[src/rtl/hsef_map.svh]
// Functional notes
// - PHY summary bit 7; host reads PHY status
// - PHY bit asserts after reset, masked default
// - Reset-done flag bit 6, resets to one
// - Reset-done flag drives unmaskable interrupt
// - Reset-done flag sets extended status indicator
// - Reset-done flag cleared only by writing one
// - Header parity error bit 5, chunk only
// - Early chip-select release sets bit 4
// - Protection error also sets bit 4; logic does so under chunk protocol only
// - Receive buffer overflow sets bit 3
// - Underrun bit 2 only with cut-through
// - Underrun stops current packet transmit
// - Report free space as credit and space
// - Overflow discards frame until next start
// - Transmit FIFO holds at least 4 kB
// - Chunk start/data sequencing errors set bit 0
// - Early frame-size write sets bit 0
// - Control data integrity failure sets bit 12; logic does so under chunk protocol only
// - Status register 32 bits, resets 0x40
`ifndef HSEF_MAP_SVH
`define HSEF_MAP_SVH
`define HSEF_ADDR_STATUS 6'h08
`define HSEF_ADDR_MASK 6'h0c
`define HSEF_STATUS_RESET 32'h00000040
`define HSEF_MASK_RESET 32'h0000103f
`define HSEF_W1C_BITS 13'h107f
`define HSEF_BIT_CDP 12
`define HSEF_BIT_PHY 7
`define HSEF_BIT_RSTDONE 6
`define HSEF_BIT_HDR 5
`define HSEF_BIT_LOF 4
`define HSEF_BIT_RXOVF 3
`define HSEF_BIT_TXUND 2
`define HSEF_BIT_TXOVF 1
`define HSEF_BIT_TXSEQ 0
`define HSEF_CMD_BITS 6'd8
`define HSEF_FRAME_BITS 6'd40
`define HSEF_TX_FIFO_BYTES 4096
`define HSEF_SPACE_W 13
`define HSEF_CREDIT_SHIFT 6
`define HSEF_FSIZE_W 14
`endif

[src/rtl/hsef_pkg.sv]
package hsef_pkg;
  // Transmit chunk sequencing state.
  typedef enum logic [0:0] {HSEF_IDLE, HSEF_IN_FRAME} hsef_chunk_state_type;
endpackage : hsef_pkg

[src/rtl/hsef_status.sv]
`timescale 1ns/1ns
`default_nettype none
`include "hsef_map.svh"
module hsef_status
  import hsef_pkg::*;
(
  input wire logic ref_clk,
  input wire logic rst,
  input wire logic spi_sclk,
  input wire logic spi_cs_n,
  input wire logic spi_mosi,
  output logic spi_miso,
  output logic spi_miso_oe,
  input wire logic proto_chunk,
  input wire logic cut_through_en,
  input wire logic phy_irq_src,
  input wire logic phy_irq_ack,
  input wire logic reset_complete_evt,
  input wire logic ctrl_protect_fail,
  input wire logic rx_buf_overflow_evt,
  input wire logic tx_underrun_evt,
  input wire logic chunk_strobe,
  input wire logic chunk_data_valid,
  input wire logic chunk_start_valid,
  input wire logic chunk_end_valid,
  input wire logic tx_frame_size_reg_wr,
  input wire logic [`HSEF_FSIZE_W-1:0] tx_frame_size_reg_val,
  input wire logic tx_data_wr,
  input wire logic tx_wr,
  input wire logic tx_wr_sof,
  input wire logic tx_fifo_full,
  input wire logic [`HSEF_SPACE_W-1:0] tx_free_space,
  output logic tx_wr_accept,
  output logic tx_frame_discard,
  output logic tx_abort,
  output logic [7:0] tx_credit_field,
  output logic [`HSEF_SPACE_W-1:0] tx_space,
  output logic extended_status_ind,
  output logic irq_out_n
);
  logic [2:0] pins_sync;
  logic sclk_s, cs_n_s, mosi_s;
  logic sclk_d, cs_n_d;
  logic sclk_rise, sclk_fall, cs_rise;
  logic [5:0] bit_cnt;
  logic [7:0] cmd;
  logic [7:0] next_cmd;
  logic [31:0] wdata;
  logic [31:0] rd_shift;
  logic host_wr;
  logic [31:0] host_wdata;
  logic hdr_ok;
  logic hdr_bad_evt;
  logic early_cs_evt;
  logic [12:0] set_vec;
  logic [12:0] clr_vec;
  logic [12:0] flags;
  logic phy_bit, por_flag, por_seen;
  logic [31:0] irq_mask;
  logic [31:0] status_word;
  logic [31:0] rd_data;
  logic drop_frame;
  logic ovf_evt;
  hsef_chunk_state_type chunk_state;
  logic chunk_err, fsize_err;
  logic [`HSEF_FSIZE_W-1:0] fsize_left;

  // Pins come from the host's domain, so they are synchronised first.
  // Chip select idles high, so its stages reset high and the output enable stays low.
  hsef_sync #(.WIDTH(3), .RESET_VAL(3'b010)) u_sync (
    .ref_clk(ref_clk),
    .rst(rst),
    .async_in({spi_sclk, spi_cs_n, spi_mosi}),
    .sync_out(pins_sync)
  );
  assign sclk_s = pins_sync[2];
  assign cs_n_s = pins_sync[1];
  assign mosi_s = pins_sync[0];

  // Delayed copies for edge detection.
  always_ff @(posedge ref_clk or posedge rst) begin
    if (rst) begin
      sclk_d <= 1'b0;
      cs_n_d <= 1'b1;
    end else begin
      sclk_d <= sclk_s;
      cs_n_d <= cs_n_s;
    end
  end

  assign sclk_rise = sclk_s & ~sclk_d & ~cs_n_s;
  assign sclk_fall = ~sclk_s & sclk_d & ~cs_n_s;
  assign cs_rise = cs_n_s & ~cs_n_d;
  assign next_cmd = {cmd[6:0], mosi_s};
  // Odd parity over the whole command byte; only enforced under the chunk protocol.
  assign hdr_ok = ~proto_chunk | (^cmd);
  assign hdr_bad_evt = sclk_rise & (bit_cnt == `HSEF_CMD_BITS - 6'd1) & proto_chunk & ~(^next_cmd);
  assign early_cs_evt = cs_rise & (bit_cnt != 6'd0) & (bit_cnt != `HSEF_FRAME_BITS);
  assign host_wdata = {wdata[30:0], mosi_s};
  assign host_wr = sclk_rise & (bit_cnt == `HSEF_FRAME_BITS - 6'd1) & cmd[7] & hdr_ok;

  // Frame shifter: command byte then one 32-bit word, sampled on rising clock.
  always_ff @(posedge ref_clk or posedge rst) begin
    if (rst) begin
      bit_cnt <= 6'd0;
      cmd <= 8'h00;
      wdata <= 32'h00000000;
    end else if (cs_n_s) begin
      bit_cnt <= 6'd0;
    end else if (sclk_rise && bit_cnt < `HSEF_FRAME_BITS) begin
      bit_cnt <= bit_cnt + 6'd1;
      if (bit_cnt < `HSEF_CMD_BITS) begin
        cmd <= next_cmd;
      end else begin
        wdata <= host_wdata;
      end
    end
  end

  // Read data is captured once the address is known and shifted out on falling edges.
  always_ff @(posedge ref_clk or posedge rst) begin
    if (rst) begin
      rd_shift <= 32'h00000000;
      spi_miso <= 1'b0;
    end else if (sclk_rise && bit_cnt == `HSEF_CMD_BITS - 6'd1) begin
      rd_shift <= rd_data;
    end else if (sclk_fall && bit_cnt >= `HSEF_CMD_BITS && bit_cnt < `HSEF_FRAME_BITS) begin
      spi_miso <= rd_shift[31];
      rd_shift <= {rd_shift[30:0], 1'b0};
    end
  end
  assign spi_miso_oe = ~cs_n_s;

  // Read mux; unmapped addresses return zero.
  always_comb begin
    case (next_cmd[5:0])
      `HSEF_ADDR_STATUS: rd_data = status_word;
      `HSEF_ADDR_MASK: rd_data = irq_mask;
      default: rd_data = 32'h00000000;
    endcase
  end

  // Interrupt enables; the PHY summary is disabled out of reset.
  always_ff @(posedge ref_clk or posedge rst) begin
    if (rst) begin
      irq_mask <= `HSEF_MASK_RESET;
    end else if (host_wr && cmd[5:0] == `HSEF_ADDR_MASK) begin
      irq_mask <= host_wdata;
    end
  end

  // Event sources for each sticky flag.
  always_comb begin
    set_vec = 13'h0000;
    set_vec[`HSEF_BIT_CDP] = ctrl_protect_fail & proto_chunk;
    set_vec[`HSEF_BIT_RSTDONE] = reset_complete_evt;
    set_vec[`HSEF_BIT_HDR] = hdr_bad_evt;
    set_vec[`HSEF_BIT_LOF] = early_cs_evt | (ctrl_protect_fail & proto_chunk);
    set_vec[`HSEF_BIT_RXOVF] = rx_buf_overflow_evt;
    set_vec[`HSEF_BIT_TXUND] = tx_underrun_evt & cut_through_en;
    set_vec[`HSEF_BIT_TXOVF] = ovf_evt;
    set_vec[`HSEF_BIT_TXSEQ] = proto_chunk ? chunk_err : fsize_err;
  end

  // Writing a one clears; zeros and non-flag bits are ignored.
  assign clr_vec = (host_wr && cmd[5:0] == `HSEF_ADDR_STATUS) ? host_wdata[12:0] : 13'h0000;

  // One sticky cell per flag bit; other positions read zero.
  genvar gi;
  generate
    for (gi = 0; gi < 13; gi++) begin : g_flag
      localparam logic [12:0] FLAG_BITS = `HSEF_W1C_BITS;
      localparam logic [31:0] RST_WORD = `HSEF_STATUS_RESET;
      if (FLAG_BITS[gi]) begin : g_cell
        hsef_w1c_flag #(.RESET_VAL(RST_WORD[gi])) u_flag (
          .ref_clk(ref_clk),
          .rst(rst),
          .set_evt(set_vec[gi]),
          .clr_wr(clr_vec[gi]),
          .flag(flags[gi])
        );
      end else begin : g_none
        assign flags[gi] = 1'b0;
      end
    end
  endgenerate

  // The PHY bit is forced on after reset release until the host acknowledges via MDIO.
  always_ff @(posedge ref_clk or posedge rst) begin
    if (rst) begin
      por_seen <= 1'b0;
      por_flag <= 1'b0;
      phy_bit <= 1'b0;
    end else begin
      por_seen <= 1'b1;
      if (!por_seen) begin
        por_flag <= 1'b1;
      end else if (phy_irq_ack) begin
        por_flag <= 1'b0;
      end
      phy_bit <= phy_irq_src | por_flag;
    end
  end

  // Status word; during reset this reads 0x40.
  assign status_word = {19'h00000, flags[12], 4'h0, phy_bit, flags[6:0]};
  assign extended_status_ind = flags[`HSEF_BIT_RSTDONE];

  // Interrupt pin; reset-done cannot be masked.
  always_ff @(posedge ref_clk or posedge rst) begin
    if (rst) begin
      irq_out_n <= 1'b1;
    end else begin
      irq_out_n <= ~(flags[`HSEF_BIT_RSTDONE] | (|(status_word & irq_mask)));
    end
  end

  // Overflow drops the frame and locks out writes until a start of frame.
  assign ovf_evt = tx_wr & tx_fifo_full;
  assign tx_wr_accept = tx_wr & ~tx_fifo_full & (~drop_frame | tx_wr_sof);
  assign tx_frame_discard = ovf_evt;
  assign tx_abort = tx_underrun_evt & cut_through_en;
  always_ff @(posedge ref_clk or posedge rst) begin
    if (rst) begin
      drop_frame <= 1'b0;
    end else if (ovf_evt) begin
      drop_frame <= 1'b1;
    end else if (tx_wr && tx_wr_sof) begin
      drop_frame <= 1'b0;
    end
  end

  // Free space is reported both as chunk credits and as a byte count.
  always_ff @(posedge ref_clk or posedge rst) begin
    if (rst) begin
      tx_credit_field <= 8'h00;
      tx_space <= '0;
    end else begin
      tx_credit_field <= 8'(tx_free_space >> `HSEF_CREDIT_SHIFT);
      tx_space <= tx_free_space;
    end
  end

  // Chunk sequencing: data needs a prior start, and a start may not repeat.
  assign chunk_err = chunk_strobe & chunk_data_valid &
                     (chunk_start_valid ? (chunk_state == HSEF_IN_FRAME) : (chunk_state == HSEF_IDLE));
  always_ff @(posedge ref_clk or posedge rst) begin
    if (rst) begin
      chunk_state <= HSEF_IDLE;
    end else if (chunk_strobe && chunk_data_valid) begin
      case (chunk_state)
        HSEF_IDLE: if (chunk_start_valid && !chunk_end_valid) chunk_state <= HSEF_IN_FRAME;
        HSEF_IN_FRAME: if (chunk_end_valid) chunk_state <= HSEF_IDLE;
        default: chunk_state <= HSEF_IDLE;
      endcase
    end
  end

  // Generic protocol: a new frame size while bytes remain is an error.
  assign fsize_err = tx_frame_size_reg_wr & (fsize_left != '0);
  always_ff @(posedge ref_clk or posedge rst) begin
    if (rst) begin
      fsize_left <= '0;
    end else if (tx_frame_size_reg_wr) begin
      fsize_left <= tx_frame_size_reg_val;
    end else if (tx_data_wr && fsize_left != '0) begin
      fsize_left <= fsize_left - 1'b1;
    end
  end
endmodule : hsef_status
`default_nettype wire

[src/rtl/hsef_sync.sv]
`timescale 1ns/1ns
`default_nettype none
module hsef_sync #(
  parameter int WIDTH = 1,
  parameter logic [WIDTH-1:0] RESET_VAL = '0
) (
  input wire logic ref_clk,
  input wire logic rst,
  input wire logic [WIDTH-1:0] async_in,
  output logic [WIDTH-1:0] sync_out
);
  logic [WIDTH-1:0] stage1;

  // Two flops; the first is read only by the second.
  // Both load the pins' idle levels in reset, so no false edge follows its release.
  always_ff @(posedge ref_clk or posedge rst) begin
    if (rst) begin
      stage1 <= RESET_VAL;
      sync_out <= RESET_VAL;
    end else begin
      stage1 <= async_in;
      sync_out <= stage1;
    end
  end
endmodule : hsef_sync
`default_nettype wire

[src/rtl/hsef_w1c_flag.sv]
`timescale 1ns/1ns
`default_nettype none
module hsef_w1c_flag #(
  parameter logic RESET_VAL = 1'b0
) (
  input wire logic ref_clk,
  input wire logic rst,
  input wire logic set_evt,
  input wire logic clr_wr,
  output logic flag
);
  // Set wins over a clear in the same cycle so no event is lost.
  always_ff @(posedge ref_clk or posedge rst) begin
    if (rst) begin
      flag <= RESET_VAL;
    end else if (set_evt) begin
      flag <= 1'b1;
    end else if (clr_wr) begin
      flag <= 1'b0;
    end
  end
endmodule : hsef_w1c_flag
`default_nettype wire

[config.mk]
export PLATFORM = sky130hd
export DESIGN_NAME = hsef_status
export DESIGN_NICKNAME = d
export VERILOG_FILES = /design/src/rtl/hsef_pkg.sv /design/src/rtl/hsef_status.sv /design/src/rtl/hsef_sync.sv /design/src/rtl/hsef_w1c_flag.sv
export VERILOG_INCLUDE_DIRS = /design/src /design/src/rtl
export SDC_FILE = /design/constraint.sdc
export NUM_CORES = 1
export LEC_CHECK = 0
export BUFFER_PORTS_ARGS = -buffer_cell sky130_fd_sc_hd__buf_2
export CORE_MARGIN = 2
export CORE_UTILIZATION = 29
export DETAILED_ROUTE_END_ITERATION = 7
export SYNTH_ARGS = -nofsm -noshare
export SYNTH_HDL_FRONTEND = slang
export SYNTH_HIERARCHICAL = 1
export SYNTH_SLANG_ARGS = --single-unit
export TNS_END_PERCENT = 20
[constraint.sdc]
create_clock -name ref_clk -period 5.63 [get_ports ref_clk]
set_input_delay 1.4075 -clock ref_clk [delete_from_list [all_inputs] [get_ports ref_clk]]
set_output_delay 1.4075 -clock ref_clk [all_outputs]
set_load 0.1 [all_outputs]
**After elaboration in Yosys (flattened, before gate mapping)**

Index checks and enable logic that the tools add are counted.

- Register bits after elaboration: 166
- Logic and storage cells: 143

- Add/subtract/negate cells: 2
- Order comparisons: 3
- Eq/ne operators: 8
- Mux-type cells: 33
- Bitwise logic cells: 39
- Reduce and logical (&&, ||, !) cells: 31

Operators by type and width:

| operator | count |
|---|---|
| 32-bit two-way mux | 2 |
| 32-bit case mux with 2 select lines | 1 |
| 13-bit by 32-bit AND with 32-bit output | 1 |
| 32-bit OR reduction | 1 |
| 14-bit two-way mux | 2 |
| 6-bit by 4-bit == test with 1-bit output (second input constant) | 4 |
| 1-bit two-way mux | 24 |
| 2-bit nonzero test | 12 |
| 1-bit AND | 21 |
| 8-bit XOR reduction | 2 |
| 14-bit nonzero test | 1 |
| 14-bit by 1-bit subtractor with 14-bit output (second input constant) | 1 |
| 13-bit two-way mux | 1 |
| 6-bit two-way mux | 2 |
| 1-bit NOT | 12 |
| 1-bit logical AND | 10 |
| 6-bit by 1-bit adder with 6-bit output (second input constant) | 1 |
| 6-bit by 3-bit == test with 1-bit output (second input constant) | 1 |
| 6-bit == test (second input constant) | 1 |
| 6-bit by 4-bit greater-or-equal comparator with 1-bit output (second input constant) | 1 |
| 6-bit by 4-bit < comparator with 1-bit output (second input constant) | 1 |
| 6-bit < comparator (second input constant) | 1 |
| 6-bit inequality test (second input constant) | 1 |
| 3-bit AND reduction | 2 |
| other kinds (6) | 10 |

**Logic depth before layout (Yosys ltp)**

Gate-level depths: netlist of run 1.

- Depth in word-level cells: 10
- Gate-level depth with buffers: 8

**Modules after synthesis**

Netlist of run 1, hierarchy kept.

Modules (own cells, without submodules):

| module | instances | cells an instance | area each (µm²) | sequential area each (µm²) |
|---|---|---|---|---|
| hsef_status | 1 | 529 | 6456.2 | 3639.7 |
| hsef_w1c_flag at g_flag[0].g_cell.u_flag ... | 7 | 4 | 40.0 | 25.0 |
| hsef_sync | 1 | 7 | 156.4 | 152.6 |
| hsef_w1c_flag at g_flag[6].g_cell.u_flag | 1 | 4 | 41.3 | 26.3 |

**Worst setup path after synthesis of run 1**

No wires, ideal clock.

- Kind: input-to-output
- Start point: input tx_wr_sof
- End point: output tx_wr_accept
- Data arrival time: 3.637 ns
- Required time: 4.223 ns
- Setup slack: 0.585 ns
- Stages: 2
- Path through: nor2b_1 > nor3b_1

- Longest elaborated chain between the ends: 2

RTL lines:

| what | line | text |
|---|---|---|
| start: declaration | hsef_status.sv:30 | `input wire logic tx_wr_sof,` |
| 1-bit OR | hsef_status.sv:220 | `assign tx_wr_accept = tx_wr & ~tx_fifo_full & (~drop_frame \| tx_wr_sof);` |
| 1-bit AND | hsef_status.sv:220 |  |
| end: declaration | hsef_status.sv:33 | `output logic tx_wr_accept,` |

No other way between the ends.

**Worst setup path in the final report of run 1**

Ends and elaborated chain as after synthesis.

==> flow_summary.toml, run 1 <==
[clock_tree]
clk_path_buf_depth = 2
cts-root-buf = "clkbuf_16"
cts_buffers = 17
htreeDepth = 4
cts_tree = "built"
insertion_delay_ns = 0.42
post_cts_buffers = 0
postCtsResizedCells = 0
holdBufCountCts = 0
cts_sinks = 159
clk_pin_slew_ns = 0.07

[cells_and_area]
num_antenna_cells = 0
nNetsFinal = 693
utilization_pct = 34.8
stdcell_count = 965
areaGrowthSynthToFinish_pct = 17.9
final_area_mm2 = 0.00818
drive_gt1_share_pct = 30.5

[routing]
totalWireLength_mm = 13.6
wl_per_cell_um = 14.1
drc = 0
dr.pass1.iters = 4
drtAntennaViolNets = 0
vias = 4528
vias_per_cell = 4.69
drtIter0Drc = 234

[outcome]
status = "completed"

[sta]
tightest_slew_ns = 0.707
final-setup-viol-count = 0
timing.fmax_mhz = 276
fin_worst_skew_ns = 0.0107
min_period_over_period_pct = 64.4
rsz0062_at_grt = "no"
tns_ns = 0
finalMaxSlewViolations = 0
hold_violations = 0
period_minus_slack_ns = 3.62
relSlewSlack_pct = 52.3

[pwr]
p_per_area_mw_per_mm2 = 327
total_power_mw = 2.67
p_leak_nw = 3.82
ir_drop_v = 0.000151

[yosys]
yosys_warnings = 6
async_flop_share_pct = 100
syn-num-nets = 628
syn_inst = 568
synth_cell_types = 58
syn_area_per_cell_um2 = 12.2
syn_area_mm2 = 0.00693
synth-main-ff-cell = "dfrtp_1"
ys_seq_area_share_pct = 57.6
ys_seq_elements = 159
synth-edff-count = 0

[global_route]
grt_max_degree = 82
grt_pass1_vias = 4532
grt_pass1_wl_mm = 23.1
grt_usage_pct = 11.7
overflow = 0
antenna_found_initial = 0

[place]
place_area_mm2 = 0.00757
gp_congestion = 0.765
io_buffers = 75
placedCellCount = 933
post-dp-hpwl_mm = 9.10

[worst_setup_path]
worst-path-max-fanout = 2
criticalPathCategory = "input port to output port"
worstPathCellList = "buf_2 > nor2b_1 > nor3b_1 > buf_2"
required_ns = 4.22
critical_path_arrival_ns = 2.22
start_kind = "input port"
cpMostUsedCell = "buf_2"
endpoint_kind = "output port"
reg2reg_depth = 7
slowest_delay_ns = 0.47
cpMaxStageDelayCell = "buf_2"

[floorplanning]
chipHeight_um = 159
fp-row-count = 56
core_mm2 = 0.0235
start_util_pct = 29.5
fp.dieW_um = 159
ios = 77
die_area_mm2 = 0.0252

[run]
drv_cap = 0

[worst_hold_path]
hold_class = "register to register"
whs_path_depth = 0
flip-flops by register name, summed over array words and instances (netlist names), 3 cells and up:
signal	count
bit_cnt	6
cmd	8
fsize_left	14
g_flag.g_cell.u_flag/flag	8
irq_mask	32
rd_shift	32
tx_space	12
u_sync/stage1	3
u_sync/sync_out	3
wdata	31
logic make-up (layout without fill, tap and decap cells):
logic type | count (synthesis) | after routing | synth area share [%]
buffers and inverters | 71 | 149 | 4.60
AND/OR/NAND/NOR | 140 | 140 | 11.2
multiplexers | 67 | 67 | 10.8
flip-flops | 159 | 159 | 57.6
adder cells (fa/ha/maj) | 11 | 11 | 1.98
AO/OA/AOI/OAI | 108 | 108 | 12.3
other | 2 | 2 | 0.108
XOR/XNOR | 10 | 10 | 1.46
critical path, delay by kind of cell:
| family | cells | cell delay, ns |
|---|---|---|
| buf+inv | 2 | 0.56 |
| simple gates | 2 | 0.25 |
area by class of cell:
| cell class | instances | area [µm²] |
|---|---|---|
| Clock buffer | 18 | 439 |
| Fill cell | 2307 | 15300 |
| Timing Repair Buffer | 81 | 420 |
| Sequential cell | 159 | 3990 |
| Tap cell | 319 | 399 |
| Inverter | 36 | 140 |
| Multi-Input combinational cell | 338 | 2620 |
| Clock inverter | 14 | 164 |
cell usage after synthesis, types with 5 or more instances:
| master | instances | area (µm²) |
|---|---|---|
| a21o_1 | 9 | 67.6 |
| a21oi_1 | 9 | 45.0 |
| a221o_1 | 31 | 310 |
| a22oi_1 | 13 | 97.6 |
| and2_1 | 36 | 225 |
| and4_1 | 5 | 43.8 |
| buf_2 | 9 | 45.0 |
| buf_4 | 11 | 82.6 |
| clkbuf_1 | 13 | 48.8 |
| dfrtp_1 | 147 | 3680 |
| dfstp_2 | 12 | 315 |
| ha_1 | 11 | 138 |
| inv_1 | 35 | 131 |
| mux2_2 | 64 | 721 |
| nand2_1 | 23 | 86.3 |
| nand3_1 | 17 | 85.1 |
| nor2_1 | 22 | 82.6 |
| nor3_1 | 6 | 30.0 |
| o21ai_0 | 18 | 90.1 |
| or3_1 | 6 | 37.5 |
| xor2_1 | 5 | 43.8 |
worst paths after layout:
check | from | endpoint | slack, ns
worst max-delay path | tx_wr_sof | tx_wr_accept | 2.01
worst min-delay path | u_sync/stage1[2] | u_sync/sync_out[2] | 0.35
worst max register to register | cmd[2] | irq_mask[24] | 3.23
worst min register to register | u_sync/stage1[2] | u_sync/sync_out[2] | 0.35
max in group asynchronous | rst | irq_out_n | 3.36
min in group asynchronous | rst | g_flag[2].g_cell.u_flag/flag | 0.95
stage by stage:
| step | hold slack (ns) | worst slack, ns |
|---|---|---|
| final | 0.354 | 2.01 |
| after global routing | 0.359 | 1.95 |
| after CTS | 0.354 | 2.03 |
| after detailed placement | 0.338 | 2.03 |
| after global placement | 0.334 | 2.09 |
| after floorplan | 0.331 | 0.343 |
per-layer routing:
metal | wire length, µm | global-route usage, % | vias to the layer above
met5 | 0 | 0 | -
met4 | 310 | 5.41 | 0
met3 | 390 | 2.56 | 24
met2 | 6250 | 17.8 | 74
met1 | 6600 | 15.9 | 2253
li1 | - | - | 2177
report_power, final:
group / internal (mW) / switching [mW] / total, mW / leakage, nW
logic: 0.0957 / 0.191 / 0.287 / 1.47
clock network: 0.648 / 0.531 / 1.18 / 0.292
registers: 1.18 / 0.0303 / 1.21 / 2.05
total: 1.92 / 0.752 / 2.67 / 3.82
layout by cell type, fill, tap and decap left out, types with 9 or more instances in the layout:
master	instances
buf_2	75
mux2_2	64
nor2_1	22
ha_1	11
nand2_1	23
a21oi_1	9
dfstp_2	12
a21o_1	9
a221o_1	31
and2_1	36
dfrtp_1	147
nand3_1	17
clkbuf_16	17
inv_1	34
o21ai_0	18
a22oi_1	13
(Power assumes the default switching activity.)
==> run 2: changes to the inputs <==
==> constraint.sdc (replaced) <==
create_clock -name ref_clk -period 3.6 [get_ports ref_clk]
set_input_delay 0.9 -clock ref_clk [delete_from_list [all_inputs] [get_ports ref_clk]]
set_output_delay 0.9 -clock ref_clk [all_outputs]
set_load 0.1 [all_outputs]
==> flow_summary.toml, run 2 (synthesis results as in run 1) <==
[outcome]
status = "completed"

[sta]
relSlewSlack_pct = 53.6
fin_ws_ns = 0.853
min_period_over_period_pct = 76.3
tightest_slew_ns = 0.695
period_minus_slack_ns = 2.75
final-setup-viol-count = 0
finalMaxSlewViolations = 0
timing.fmax_mhz = 364
rsz0062_at_grt = "no"
hold_violations = 0
fin_worst_skew_ns = 0.0104

[clock_tree]
clk_path_buf_depth = 2
postCtsResizedCells = 0
insertion_delay_ns = 0.43
htreeDepth = 4
cts_buffers = 17
clk_pin_slew_ns = 0.07
post_cts_buffers = 0
cts_sinks = 159
cts-root-buf = "clkbuf_16"
holdBufCountCts = 0
cts_tree = "built"

[floorplanning]
fp-row-count = 56
fp.dieW_um = 159
start_util_pct = 29.5
ios = 77
die_area_mm2 = 0.0252
core_mm2 = 0.0235
chipHeight_um = 159

[routing]
wl_per_cell_um = 14.3
vias_per_cell = 4.73
drc = 0
vias = 4562
wl_met2_mm = 6.55
drtIter0Drc = 253
totalWireLength_mm = 13.8
met3_length_um = 411
dr.pass1.iters = 5
routed.top_layer = "met4"
met1_length_mm = 6.63
drtAntennaViolNets = 0

[worst_setup_path]
start_kind = "input port"
critical_path_arrival_ns = 1.85
crit_family = "buffers and inverters"
criticalPathCategory = "input port to output port"
cpMostUsedCell = "buf_2"
worst-path-stages = 4
required_ns = 2.70
worst-path-buf-inv = 2
worst-path-max-fanout = 2
reg2reg_depth = 5
slowest_delay_ns = 0.50
endpoint_kind = "output port"
worstPathCellList = "buf_2 > nor2b_1 > nor3b_1 > buf_2"
cpMaxStageDelayCell = "buf_2"
reg2reg_slack_ns = 1.24

[cells_and_area]
layout_common_cells = "dfrtp_1 (147), buf_2 (75), mux2_2 (64)"
final_common_cell = "dfrtp_1"
final_area_mm2 = 0.00823
areaGrowthSynthToFinish_pct = 18.6
drive_gt1_share_pct = 30.5
utilization_pct = 35.0
num_antenna_cells = 0
top_regs = "irq_mask (32), rd_shift (32), wdata (31)"
nNetsFinal = 693

[worst_hold_path]
hold_class = "register to register"
whs_path_depth = 0

[pwr]
p_per_area_mw_per_mm2 = 514
ir_drop_v = 0.000263
total_power_mw = 4.23
p_leak_nw = 3.84

[global_route]
grt_pass1_wl_mm = 22.8
antenna_found_initial = 0
grt_usage_pct = 11.7
grt_pass1_vias = 4486
overflow = 0
grt_max_degree = 64

[place]
gp_congestion = 0.793
post-dp-hpwl_mm = 9.22
pre_cts_ws_ns = 0.794
place_area_mm2 = 0.00760
io_buffers = 75

[run]
drv_cap = 0
[run 2: cell types whose count changed in the layout (fill, tap and decap cells not counted)]
| cell | change |
|---|---|
| inv_6 | -3 |
| clkinv_4 | +1 |
| buf_12 | +2 |
| clkinv_8 | +3 |
| clkinvlp_4 | -1 |
| buf_4 | -2 |
[run 2: path summary, 6_finish.rpt]
check,start,to
max reg2reg,bit_cnt[3],rd_shift[17]
min in group asynchronous,rst,g_flag[0].g_cell.u_flag/flag
max,tx_wr_sof,tx_wr_accept
min reg2reg,u_sync/stage1[2],u_sync/sync_out[2]
min,u_sync/stage1[2],u_sync/sync_out[2]
max in group asynchronous,rst,irq_out_n
[run 2: layer usage]
layer	vias to the layer above	global-route usage, %
li1	2176	-
met1	2297	15.6
met2	72	18.4
met3	17	2.80
met4	0	4.25
met5	-	0
[run 2: area by class of cell]
| class | instances | area, µm² |
|---|---|---|
| Fill cell | 2311 | 15200 |
| Sequential cell | 159 | 3990 |
| Multi-Input combinational cell | 338 | 2620 |
| Timing Repair Buffer | 81 | 445 |
| Clock buffer | 18 | 439 |
| Tap cell | 319 | 399 |
| Clock inverter | 14 | 189 |
| Inverter | 36 | 139 |
[run 2: report_power, final]
part | switching (mW) | internal [mW] | leakage, nW
sequential | 0.0477 | 1.84 | 2.05
clock | 0.854 | 1.03 | 0.308
combinational | 0.303 | 0.153 | 1.48
[run 2: per-stage QoR]
| step | hold slack [ns] | setup TNS [ns] | instances |
|---|---|---|---|
| floorplan | 0.331 | -0.430 | 568 |
| global placement | 0.332 | 0 | 933 |
| detailed placement | 0.336 | 0 | 933 |
| CTS | 0.352 | 0 | 965 |
| global route | 0.366 | 0 | 965 |
| finish | 0.350 | 0 | 965 |
